<file path="src/pkg/tag_protect_defines.svh">
`ifndef TAG_PROTECT_DEFINES_SVH
`define TAG_PROTECT_DEFINES_SVH

// Command codes
`define CMD_WRITE_FAMILY 8'h27
`define CMD_LOCK_FAMILY 8'h28
`define CMD_WRITE_FORMAT 8'h29
`define CMD_LOCK_FORMAT 8'h2a
`define CMD_LOCK_BLOCK 8'h22
`define CMD_WRITE_BLOCK 8'h21
`define CMD_READ_BLOCK 8'h20
`define CMD_SEC_STATUS 8'h2c
`define CMD_PRESENT_PWD 8'hb3
`define CMD_WRITE_PWD 8'hb1
`define CMD_WRITE_CFG 8'ha1
`define CMD_READ_CFG 8'ha0

// Configuration register indexes
`define CFG_AREA_SEC0 8'h00
`define CFG_AREA_END0 8'h04
`define CFG_LOCK_CFG 8'h0f
`define CFG_HDR_LOCK 8'h10
`define CFG_FORMAT_LOCK 8'h11
`define CFG_FAMILY_LOCK 8'h12
`define CFG_MEM_SIZE_LO 8'h13
`define CFG_MEM_SIZE_HI 8'h14
`define CFG_BLOCK_BYTE_SIZE 8'h15
`define CFG_CHIP_REF 8'h16
`define CFG_FORMAT_ID 8'h17
`define CFG_FAMILY_ID 8'h18

// Area security fields
`define SEC_WRITE_BIT 0
`define SEC_READ_BIT 1
`define SEC_PWD_LSB 2

// Reset and fixed values
`define RST_BYTE 8'h00
`define RST_AREA_END 8'hff
`define MEM_BLOCKS 16'h01ff
`define BLOCK_SIZE_CODE 8'h03
// Arbitrary chip reference, names no real part
`define CHIP_REF_VALUE 8'h5a
`define LOCK_CFG_SET 8'h01
`define LOCK_CFG_OPEN 8'h00

`endif

</file>
<file path="src/pkg/tag_protect_pkg.sv">
package tag_protect_pkg;
	typedef struct packed {
		logic valid;
		logic [7:0] code;
		logic [15:0] addr;
		logic [1:0] pwd_num;
		logic [7:0] data;
		logic pwd_match;
	} cmd_type;

	typedef struct packed {
		logic valid;
		logic error;
		logic [7:0] data;
		logic lock_bit;
	} resp_type;

	typedef enum logic [1:0] {
		sess_none = 2'b00,
		sess_user = 2'b01,
		sess_config = 2'b10
	} session_type;
endpackage : tag_protect_pkg
</file>
<file path="src/logic/tag_protect.sv">
`timescale 1ns/1ps
// Operation
// - Factory state leaves every user area unprotected for read and write.
// - Reads of area one are always allowed.
// - Area security selects password 1-3; selector zero opens no session.
// - New area protection applies as soon as its write completes.
// - Blocks 0 and 1 are lockable separately; locks never clear.
// - Locking block 0 or 1 sets its header lock bit.
// - Block 0/1 locking needs no password, ignores config and area locks.
// - Unprotecting area one does not release locked blocks 0 and 1.
// - Changing area ends leaves area security registers unchanged.
// - Security status and option reads report lock bit for write protection.
// - Reported lock bit follows the current session state.
// - Config writes need open config session and lock register 00h.
// - Config reads allowed except header, format and family lock registers.
// - Writing 01h to config lock blocks config writes forever.
// - Passwords remain changeable while configuration is locked.
// - Family and format ids lock separately and permanently.
// - Config lock does not lock family or format identifiers.
// - Id lock uses bit 0, upper bits zero, writable only unlocked.
// - Format id resets 00h, always readable, writable only unlocked.
// - Family id resets 00h, always readable, writable only unlocked.
// - Memory size in blocks is read-only, low byte first.
// - Block size byte reads 03h, meaning four bytes per block.
// - Any new password presentation closes the previous session.
`include "tag_protect_defines.svh"

module tag_protect
(
	input wire logic sys_clk,
	input wire logic reset,
	input wire tag_protect_pkg::cmd_type cmd,
	output tag_protect_pkg::resp_type resp,
	output logic block_write_en,
	output logic [15:0] block_addr,
	output logic [7:0] family_id,
	output logic [7:0] format_id
);
	import tag_protect_pkg::*;

	// ******************************
	// Registers
	// ******************************
	logic [7:0] area_security_register [4];
	logic [7:0] area_end_pointer [3];
	logic [7:0] lock_cfg;
	logic [1:0] header_block_lock;
	logic format_id_lock;
	logic family_id_lock;
	logic [1:0] session_pwd;
	session_type session;
	logic [7:0] cfg_index;

	assign cfg_index = cmd.addr[7:0];

	// ******************************
	// Decode helpers
	// ******************************
	function automatic logic [1:0] area_of(input logic [15:0] addr,
		input logic [7:0] e0, input logic [7:0] e1, input logic [7:0] e2);
		logic [7:0] blk_hi;
		blk_hi = addr[12:5];
		if (blk_hi <= e0)
			area_of = 2'd0;
		else if (blk_hi <= e1)
			area_of = 2'd1;
		else if (blk_hi <= e2)
			area_of = 2'd2;
		else
			area_of = 2'd3;
	endfunction : area_of

	function automatic logic area_open(input logic [7:0] sec,
		input session_type s, input logic [1:0] pwd);
		area_open = (s == sess_user) && (sec[3:2] != 2'b00)
			&& (sec[3:2] == pwd);
	endfunction : area_open

	logic [1:0] cur_area;
	logic [7:0] cur_sec;
	logic user_open;
	logic write_prot;
	logic read_prot;
	logic cfg_write_ok;
	logic cfg_readable;

	always_comb
	begin
		cur_area = area_of(cmd.addr, area_end_pointer[0],
			area_end_pointer[1], area_end_pointer[2]);
		cur_sec = area_security_register[cur_area];
		user_open = area_open(cur_sec, session, session_pwd);
		// Effective protection follows session right now
		write_prot = (cur_sec[`SEC_WRITE_BIT] && !user_open)
			|| (cmd.addr[15:1] == 15'h0000
			&& header_block_lock[cmd.addr[0]]);
		read_prot = cur_sec[`SEC_READ_BIT] && !user_open
			&& (cur_area != 2'd0);
		cfg_write_ok = (session == sess_config)
			&& (lock_cfg == `LOCK_CFG_OPEN);
		cfg_readable = !(cfg_index == `CFG_HDR_LOCK
			|| cfg_index == `CFG_FORMAT_LOCK
			|| cfg_index == `CFG_FAMILY_LOCK);
	end

	// ******************************
	// Sessions
	// ******************************
	always_ff @(posedge sys_clk)
	begin
		if (reset)
		begin
			session <= sess_none;
			session_pwd <= 2'b00;
		end
		else if (cmd.valid && cmd.code == `CMD_PRESENT_PWD)
		begin
			session_pwd <= cmd.pwd_num;
			if (!cmd.pwd_match)
				session <= sess_none;
			else if (cmd.pwd_num == 2'd0)
				session <= sess_config;
			else
				session <= sess_user;
		end
	end

	// ******************************
	// Area security and bounds
	// ******************************
	genvar gi;
	generate
		for (gi = 0; gi < 4; gi++)
		begin : g_sec
			always_ff @(posedge sys_clk)
			begin
				if (reset)
					area_security_register[gi] <= `RST_BYTE;
				else if (cmd.valid && cmd.code == `CMD_WRITE_CFG
					&& cfg_write_ok
					&& cfg_index == `CFG_AREA_SEC0 + 8'(gi))
					area_security_register[gi] <= cmd.data;
			end
		end
		for (gi = 0; gi < 3; gi++)
		begin : g_end
			always_ff @(posedge sys_clk)
			begin
				if (reset)
					area_end_pointer[gi] <= `RST_AREA_END;
				else if (cmd.valid && cmd.code == `CMD_WRITE_CFG
					&& cfg_write_ok
					&& cfg_index == `CFG_AREA_END0 + 8'(gi))
					area_end_pointer[gi] <= cmd.data;
			end
		end
	endgenerate

	// ******************************
	// Configuration lock
	// ******************************
	always_ff @(posedge sys_clk)
	begin
		if (reset)
			lock_cfg <= `LOCK_CFG_OPEN;
		else if (cmd.valid && cmd.code == `CMD_WRITE_CFG && cfg_write_ok
			&& cfg_index == `CFG_LOCK_CFG
			&& cmd.data == `LOCK_CFG_SET)
			lock_cfg <= `LOCK_CFG_SET;
	end

	// ******************************
	// Header block locks
	// ******************************
	always_ff @(posedge sys_clk)
	begin
		if (reset)
			header_block_lock <= 2'b00;
		else if (cmd.valid && cmd.code == `CMD_LOCK_BLOCK
			&& cmd.addr[15:1] == 15'h0000)
			header_block_lock[cmd.addr[0]] <= 1'b1;
	end

	// ******************************
	// Identifiers
	// ******************************
	always_ff @(posedge sys_clk)
	begin
		if (reset)
		begin
			family_id_lock <= 1'b0;
			format_id_lock <= 1'b0;
		end
		else if (cmd.valid)
		begin
			if (cmd.code == `CMD_LOCK_FAMILY)
				family_id_lock <= 1'b1;
			if (cmd.code == `CMD_LOCK_FORMAT)
				format_id_lock <= 1'b1;
		end
	end

	always_ff @(posedge sys_clk)
	begin
		if (reset)
		begin
			family_id <= `RST_BYTE;
			format_id <= `RST_BYTE;
		end
		else if (cmd.valid)
		begin
			if (cmd.code == `CMD_WRITE_FAMILY && !family_id_lock)
				family_id <= cmd.data;
			if (cmd.code == `CMD_WRITE_FORMAT && !format_id_lock)
				format_id <= cmd.data;
		end
	end

	// ******************************
	// Responses
	// ******************************
	resp_type next_resp;
	logic next_write_en;

	always_comb
	begin
		next_resp = '0;
		next_write_en = 1'b0;
		next_resp.valid = cmd.valid;
		unique case (cmd.code)
			`CMD_WRITE_BLOCK:
			begin
				next_resp.error = write_prot;
				next_write_en = cmd.valid && !write_prot;
			end
			`CMD_READ_BLOCK:
			begin
				next_resp.error = read_prot;
				next_resp.lock_bit = write_prot;
			end
			`CMD_SEC_STATUS:
				next_resp.lock_bit = write_prot;
			`CMD_WRITE_CFG:
				next_resp.error = !cfg_write_ok;
			`CMD_WRITE_PWD:
				// Password change is not gated by config lock
				next_resp.error = !((session == sess_config
					&& cmd.pwd_num == 2'd0) || (session == sess_user
					&& cmd.pwd_num == session_pwd && cmd.pwd_num != 2'd0));
			`CMD_WRITE_FAMILY:
				next_resp.error = family_id_lock;
			`CMD_WRITE_FORMAT:
				next_resp.error = format_id_lock;
			`CMD_LOCK_FAMILY:
				next_resp.error = family_id_lock;
			`CMD_LOCK_FORMAT:
				next_resp.error = format_id_lock;
			`CMD_LOCK_BLOCK:
				next_resp.error = (cmd.addr[15:1] != 15'h0000)
					&& write_prot;
			`CMD_READ_CFG:
			begin
				next_resp.error = !cfg_readable;
				if (cfg_index == `CFG_MEM_SIZE_LO)
					next_resp.data = 8'(`MEM_BLOCKS);
				else if (cfg_index == `CFG_MEM_SIZE_HI)
					next_resp.data = 8'(`MEM_BLOCKS >> 8);
				else if (cfg_index == `CFG_BLOCK_BYTE_SIZE)
					next_resp.data = `BLOCK_SIZE_CODE;
				else if (cfg_index == `CFG_CHIP_REF)
					next_resp.data = `CHIP_REF_VALUE;
				else if (cfg_index == `CFG_FORMAT_ID)
					next_resp.data = format_id;
				else if (cfg_index == `CFG_FAMILY_ID)
					next_resp.data = family_id;
				else if (cfg_index == `CFG_LOCK_CFG)
					next_resp.data = lock_cfg;
				else if (cfg_index < `CFG_AREA_END0)
					next_resp.data = area_security_register[cfg_index[1:0]];
				else if (cfg_index < `CFG_AREA_END0 + 8'h03)
					next_resp.data = area_end_pointer[cfg_index[1:0]];
			end
			default:
				next_resp.data = `RST_BYTE;
		endcase
	end

	always_ff @(posedge sys_clk)
	begin
		if (reset)
		begin
			resp <= '0;
			block_write_en <= 1'b0;
			block_addr <= 16'h0000;
		end
		else
		begin
			resp <= next_resp;
			block_write_en <= next_write_en;
			block_addr <= cmd.addr;
		end
	end

	// ******************************
	// Checks
	// ******************************
	hdr_lock_sticky_a: assert property (@(posedge sys_clk)
		disable iff (reset)
		header_block_lock[0] |=> header_block_lock[0])
		else $error("header lock 0 cleared");
	hdr_lock_one_a: assert property (@(posedge sys_clk)
		disable iff (reset)
		header_block_lock[1] |=> header_block_lock[1])
		else $error("header lock 1 cleared");
	hdr_lock_set_a: assert property (@(posedge sys_clk)
		disable iff (reset)
		cmd.valid && cmd.code == `CMD_LOCK_BLOCK && cmd.addr == 16'h0001
		|=> header_block_lock[1])
		else $error("header lock 1 not set");
	locked_blk_a: assert property (@(posedge sys_clk)
		disable iff (reset)
		cmd.valid && cmd.code == `CMD_WRITE_BLOCK && cmd.addr == 16'h0000
		&& header_block_lock[0] |=> !block_write_en && resp.error)
		else $error("locked block written");
	blk_lock_free_a: assert property (@(posedge sys_clk)
		disable iff (reset)
		cmd.valid && cmd.code == `CMD_LOCK_BLOCK
		&& cmd.addr[15:1] == 15'h0000 |=> resp.valid && !resp.error)
		else $error("header block lock refused");
	sec_status_lock_a: assert property (@(posedge sys_clk)
		disable iff (reset)
		cmd.valid && cmd.code == `CMD_SEC_STATUS && cmd.addr == 16'h0000
		&& header_block_lock[0] |=> resp.lock_bit)
		else $error("locked block reported open");
	cfg_lock_perm_a: assert property (@(posedge sys_clk)
		disable iff (reset)
		lock_cfg == `LOCK_CFG_SET |=> lock_cfg == `LOCK_CFG_SET)
		else $error("config lock released");
	cfg_guard_a: assert property (@(posedge sys_clk)
		disable iff (reset)
		lock_cfg == `LOCK_CFG_SET |=> $stable(area_security_register[0]))
		else $error("config written while locked");
	cfg_refused_a: assert property (@(posedge sys_clk)
		disable iff (reset)
		cmd.valid && cmd.code == `CMD_WRITE_CFG && lock_cfg == `LOCK_CFG_SET
		|=> resp.error)
		else $error("locked config write accepted");
	pwd_change_a: assert property (@(posedge sys_clk)
		disable iff (reset)
		cmd.valid && cmd.code == `CMD_WRITE_PWD && session == sess_config
		&& cmd.pwd_num == 2'd0 |=> !resp.error)
		else $error("password change refused");
	hdr_read_a: assert property (@(posedge sys_clk)
		disable iff (reset)
		cmd.valid && cmd.code == `CMD_READ_CFG && cfg_index == `CFG_HDR_LOCK
		|=> resp.error)
		else $error("header lock read allowed");
	block_byte_size_a: assert property (@(posedge sys_clk)
		disable iff (reset)
		cmd.valid && cmd.code == `CMD_READ_CFG && cfg_index == `CFG_BLOCK_BYTE_SIZE
		|=> resp.data == `BLOCK_SIZE_CODE)
		else $error("block size value wrong");
	family_guard_a: assert property (@(posedge sys_clk)
		disable iff (reset)
		family_id_lock |=> $stable(family_id))
		else $error("family id written while locked");
	family_lock_a: assert property (@(posedge sys_clk)
		disable iff (reset)
		family_id_lock |=> family_id_lock)
		else $error("family lock released");
	format_guard_a: assert property (@(posedge sys_clk)
		disable iff (reset)
		format_id_lock |=> $stable(format_id) && format_id_lock)
		else $error("format id written while locked");
	area1_read_a: assert property (@(posedge sys_clk)
		disable iff (reset)
		cmd.valid && cmd.code == `CMD_READ_BLOCK && cur_area == 2'd0
		|=> resp.valid && !resp.error)
		else $error("area one read refused");
	session_close_a: assert property (@(posedge sys_clk)
		disable iff (reset)
		cmd.valid && cmd.code == `CMD_PRESENT_PWD && !cmd.pwd_match
		|=> session == sess_none)
		else $error("session not closed");
endmodule : tag_protect

</file>
<file path="config.mk">
export PLATFORM = sky130hd
export DESIGN_NAME = tag_protect
export DESIGN_NICKNAME = d
export VERILOG_FILES = /design/src/pkg/tag_protect_pkg.sv /design/src/logic/tag_protect.sv
export VERILOG_INCLUDE_DIRS = /design/src /design/src/pkg
export SDC_FILE = /design/constraint.sdc
export NUM_CORES = 1
export LEC_CHECK = 0
export BUFFER_PORTS_ARGS = -buffer_cell sky130_fd_sc_hd__buf_4
export CAP_MARGIN = 20
export CORE_ASPECT_RATIO = 2
export CORE_MARGIN = 2
export CORE_UTILIZATION = 58
export DETAILED_ROUTE_END_ITERATION = 16
export GPL_TIMING_DRIVEN = 0
export PLACE_DENSITY_LB_ADDON = 0.12
export SLEW_MARGIN = 10
export SYNTH_ARGS = -nofsm -noshare
export SYNTH_HDL_FRONTEND = slang
export SYNTH_SLANG_ARGS = --single-unit
</file>
<file path="constraint.sdc">
create_clock -name sys_clk -period 3.5 [get_ports sys_clk]
set_clock_uncertainty 0.2 [all_clocks]
set_input_delay 0.525 -clock sys_clk [delete_from_list [all_inputs] [get_ports sys_clk]]
set_output_delay 0.525 -clock sys_clk [all_outputs]
set_load 0.02 [all_outputs]
</file>
* Yosys cells after proc, flatten, opt, wreduce, memory -nomap -nowiden
Memories as Yosys holds them, arrays and structs flattened.
Cells that the tools add are included.
** Storage, ports and cells
- Output and inout bits :: 44
- RAM bits :: 56
- Flip-flop bits (word level) :: 53
- Memories :: 2
- Logic and storage cells :: 173
- Input port bits :: 38
** Memories
- area_security_register :: words 4, width 8, read ports 2, clocked after memory_dff 0, write ports 4, line tag_protect.sv:44 : logic [7:0] area_security_register [4];
- area_end_pointer :: words 3, width 8, read ports 4, clocked after memory_dff 0, write ports 3, line tag_protect.sv:45 : logic [7:0] area_end_pointer [3];
** Cells by class
- Eq/ne operators :: 33
- Order comparisons :: 7
- Bitwise operators :: 11
- Multiplexer cells :: 49
- Reduce and logical (&&, ||, !) cells :: 57
** Operators with widths (count)
- 2-to-1 mux 8 bit :: 16
- == test 8 x 5 -> 1 bit (second input constant) :: 9
- == test 8 x 6 -> 1 bit (second input constant) :: 8
- == test 8 bit (second input constant) :: 4
- logical AND 1 bit :: 29
- 2-to-1 mux 1 bit :: 27
- == test 8 x 3 -> 1 bit (second input constant) :: 3
- less-or-equal comparator 8 bit :: 3
- == test 8 x 1 -> 1 bit (second input constant) :: 2
- == test 8 x 2 -> 1 bit (second input constant) :: 2
- zero test 8 bit :: 2
- less-than comparator 8 x 3 -> 1 bit (second input constant) :: 2
- zero test 15 bit :: 1
- nonzero test 15 bit :: 1
- OR reduction 2 bit :: 6
- == test 8 x 4 -> 1 bit (second input constant) :: 1
- 2-to-1 mux 2 bit :: 4
- case mux 1 bit (8 select lines) :: 1
- AND reduction 2 bit :: 4
- bitwise OR 1 bit :: 7
- zero test 1 bit :: 6
- nonzero test 2 bit :: 3
- == test 2 bit :: 2
- logical OR 1 bit :: 4
- other kinds (8) :: 10

* Depth between registers and ports, before layout
An unclocked memory read counts as a cell.
- Depth after elaboration :: 14
- Mapped depth :: 12
- Depth with buffers taken out :: 11

* Worst setup path before layout
Ideal clock, no wire load.
- Kind :: input to register
- From :: input cmd[21] (netlist name)
- To :: register block_write_en
- Path buffers :: 0
- Stages :: 10
- Required time :: 3213 ps
- Library setup time :: 87 ps
- Setup slack :: 785 ps
- Arrival time :: 2428 ps
- Cell sequence :: ha_1 -> a211o_1 -> o211ai_2 -> nand2b_1 -> o21ai_1 -> mux2_2 -> mux2i_1 -> o21ai_1 -> a21oi_4 -> nor4b_4
** Between the ends
- Cells in the longest elaborated chain, start to end :: 13
- Elaborated cells on any way between the ends :: 18
- Classes of those cells :: 3 x order compare; 1 x eq/ne; 3 x mux; 10 x reduce/logical; 1 x memory
** Ends and longest elaborated chain
- from (decl) :: line tag_protect.sv:32 : input wire tag_protect_pkg::cmd_type cmd,
- less-or-equal comparator 8 bit :: line tag_protect.sv:67 : else if (blk_hi <= e2)
- 2-to-1 mux 1 bit :: line tag_protect.sv:67
- 2-to-1 mux 2 bit :: line tag_protect.sv:65 : else if (blk_hi <= e1)
- 2-to-1 mux 2 bit :: line tag_protect.sv:63 : if (blk_hi <= e0)
- memory (4 x 8 bit)
- nonzero test 2 bit :: line tag_protect.sv:75 : area_open = (s == sess_user) && (sec[3:2] != 2'b00)
- logical AND 1 bit :: line tag_protect.sv:75
- logical AND 1 bit :: line tag_protect.sv:76 : && (sec[3:2] == pwd);
- zero test 1 bit :: line tag_protect.sv:94 : write_prot = (cur_sec[`SEC_WRITE_BIT] && !user_open)
- logical AND 1 bit :: line tag_protect.sv:94
- logical OR 1 bit (*) :: line tag_protect.sv:94
- zero test 1 bit (*) :: line tag_protect.sv:234 : next_write_en = cmd.valid && !write_prot;
- logical AND 1 bit (*) :: line tag_protect.sv:234
- to (signal assigned) :: line tag_protect.sv:299 : block_write_en <= next_write_en;
- to (decl) :: line tag_protect.sv:34 : output logic block_write_en,
Every way passes the cells marked *; elsewhere a longest branch is shown, timed or not.
A chain may end at the register's enable or synchronous reset.

==> flow_metrics.py <==
metrics = {
    "status": {
        "status": "completed",
    },
    "logic_synthesis": {
        "synth_ff_type": "edfxtp_1",
        "yosys-top-cells-area": "edfxtp_1 (30%), dfxtp_1 (19%), ha_1 (5.3%)",
        "synth_edf_count": 56,
        "syn_area_per_cell_sq_um": 10.55,
        "yosysSeqAreaShare_pct": 48.14,
        "synthCells": 540,
        "synth-seq-cells": 109,
        "yosys.area.top_type": "edfxtp_1",
        "synth_common_cells": "edfxtp_1 (56), dfxtp_1 (53), nor2_1 (49), and2_1 (34), mux2i_1 (30)",
        "netlist.area_leader.share_pct": 29.52,
        "synthArstFlopShare_pct": 0,
        "synthMostInstantiatedCell": "edfxtp_1",
        "ys_warn_count": 0,
        "synth.distinct_cells": 64,
        "netlist_area_sq_um": 5697,
        "syn-num-nets": 602,
    },
    "setup_path": {
        "cp_max_fo": 10,
        "worstSetupEndpointType": "flop",
        "critical-path-top-delay-family": "simple AND/OR/NAND/NOR gates",
        "worst_ep_required_time_ps": 3520,
        "timing.rr.end": "area_security_register[1][6]$_SDFFCE_PN0P_",
        "path_class": "in -> reg",
        "startpoint_type": "input pin",
        "crit_top_cell": "nor3_1",
        "ff2ff_path_depth": 5,
        "worst-path-buf-inv": 2,
        "crit_chain": "buf_4 > nor3_1 > nand2b_1 > nor3_1 > buf_2 > nand2_1 > nor3_1 > and2_1",
        "r2r_start": "session[0]$_SDFFE_PP0P_",
        "reg2reg_slack_ps": 610,
        "arrival_ps": 3190,
        "cp_slowest_cell": "nor3_1",
        "crit_path_max_incr_delay_ps": 830,
    },
    "floorplanning": {
        "start_util_pct": 59.12,
        "io_pins": 82,
        "rows": 51,
        "dieArea_sq_um": 10680,
        "die_h_microns": 144.2,
        "die_x_microns": 74.08,
        "coreArea_sq_um": 9635,
    },
    "timing": {
        "setup_ws_ps": 334.6,
        "fin_crit_sh_pct": 90.44,
        "min_period_ps": 3165,
        "hold_viol": 0,
        "fmax_mhz": 315.9,
        "fin_setup_tns_ps": 0,
        "rsz0062_at_grt": "false",
        "setup_violations": 0,
        "slew_viol_final": 0,
        "slew_headroom_pct": 37.00,
        "whs_ps": 204.7,
        "worst_slew_pin_slew_ps": 937.9,
    },
    "power_and_ir_drop": {
        "power_leakage_nw": 2.765,
        "power_density_nw_per_um2": 389.2,
        "finalPower_w": 0.002628,
        "peakVddDrop_mv": 0.3618,
    },
    "detailed_routing": {
        "wl_per_cell_microns": 20.64,
        "avgViaCountPerCell": 6.047,
        "num_vias": 4644,
        "drt-total-wl_mm": 15.85,
        "drtIter0Drc": 318,
        "antenna_left": 0,
        "firstDrtPassIters": 6,
        "drc": 0,
    },
    "clock_tree": {
        "cts_hold_buf": 0,
        "clockBufferDepth": 2,
        "cts.sinks": 109,
        "postCtsSetupRepairBufs": 0,
        "cts-resized-gates": 0,
        "htreeDepth": 3,
        "cts_buffers": 9,
        "cts_tree": "done",
        "cts-root-buf": "clkbuf_16",
        "clock_latency_ps": 350,
        "clkTransAtPathRegs_ps": 70,
    },
    "worst_hold_path": {
        "min_path_cells": 2,
        "hold_class": "in -> reg",
        "min-delay-start": "cmd[15]",
        "min_to": "block_addr[4]$_SDFF_PP0_",
    },
    "grt": {
        "grt_max_degree": 19,
        "grt_pass1_wl_mm": 24.09,
        "grt_usage_pct": 30.93,
        "grt_pass1_vias": 4661,
        "grt_antenna_before_repair": 0,
        "grt-ovfl-total": 0,
    },
    "placed_design": {
        "globalplace.congestion": 0.9434,
        "pre_cts_slack_ps": 113.8,
        "io_buffers": 80,
        "dpl.hpwl_mm": 11.92,
    },
    "layout": {
        "syn2layout_area_growth_pct": 18.56,
        "layout.nets": 693,
        "diodes": 0,
        "drive_gt1_share_pct": 24.06,
        "fin_util_pct": 70.09,
    },
    "job": {
        "maxCapViolations": 0,
    },
}
==> per-stage QoR <==
| step | cells | area, sq um |
|---|---|---|
| 2_1_floorplan | 540 | 5697 |
| 3_3_place_gp | 752 | 6462 |
| 3_5_place_dp | 752 | 6462 |
| 4_1_cts | 768 | 6754 |
| 5_1_grt | 768 | 6754 |
| 6_report | 768 | 6754 |
==> sequential cells by signal, indices dropped and copies added, names as in the netlist <==
name,cells
session_pwd,2
block_addr,16
format_id,8
block_write_en,1
lock_cfg,1
session,2
family_id,8
resp,11
family_id_lock,1
header_block_lock,2
format_id_lock,1
area_end_pointer,24
area_security_register,32
==> how the worst max path moves through the flow <==
stage | slack, ps | depth (start not counted) | to | startpoint
after global placement | 180 | 7 | area_security_register[2][4]$_SDFFCE_PN0P_ | cmd[17]
after floorplan | 780 | 10 | block_write_en$_SDFF_PP0_ | cmd[21]
after CTS | 450 | 8 | area_security_register[1][7]$_SDFFCE_PN0P_ | cmd[17]
final | 330 | 8 | area_security_register[1][6]$_SDFFCE_PN0P_ | cmd[17]
after global routing | 220 | 7 | area_security_register[1][7]$_SDFFCE_PN0P_ | cmd[17]
after detailed placement | 110 | 8 | area_security_register[1][7]$_SDFFCE_PN0P_ | cmd[17]
==> power by group <==
part	switching (W)	leakage (nW)	internal [W]
combinational	0.000153	1.69	0.0000960
clock	0.000478	0.150	0.000531
sequential	0.00000957	0.925	0.00136
==> cell type report <==
class                           count  area [sq um]
Buffer                             18         81.33
Clock buffer                       10         250.2
Clock inverter                      6         41.29
Fill cell                         741          2882
Inverter                           26         97.59
Multi-Input combinational cell    387          2775
Sequential cell                   109          2743
Tap cell                          132         165.2
Timing Repair Buffer               80         600.6
==> cells in the final DEF (no fill, tap or decap), drive strengths merged, types with 5 or more instances in the layout <==
cell type and instances:
a21oi 29, a221oi 5, a31oi 5, and2 34, buf 88, clkbuf 20
dfxtp 53, edfxtp 56, ha 24, inv 29, mux2i 30, mux4 8
nand2 25, nand2b 10, nand3 7, nand4 8, nor2 49, nor2b 23
nor3 21, nor4 6, o211ai 7, o21ai 11, o22ai 7, or2 29
==> cell families (layout without fill, tap and decap cells) <==
family,count (synthesis),after routing,synth area share (%)
compound gates,96,96,12.17
xor+xnor,1,1,0.1538
fa+ha+maj,24,24,5.271
buf+inv,44,140,3.141
flops,109,109,48.14
mux,40,40,8.829
simple gates,226,226,22.29
==> metal layers <==
| layer | routed length [microns] | global-route usage, % |
|---|---|---|
| met1 | 5606 | 34.31 |
| met2 | 8337 | 53.38 |
| met3 | 894 | 3.902 |
| met4 | 1012 | 20.86 |
| met5 | 0 | 0 |
==> worst register-to-register path: stages (launching register included) <==
cell and delay (ps):
dfxtp_1 340, or3_1 400, nor3_1 450, nand2_1 310, nor3_1 830, and2_1 230
(Power assumes the default switching activity.)
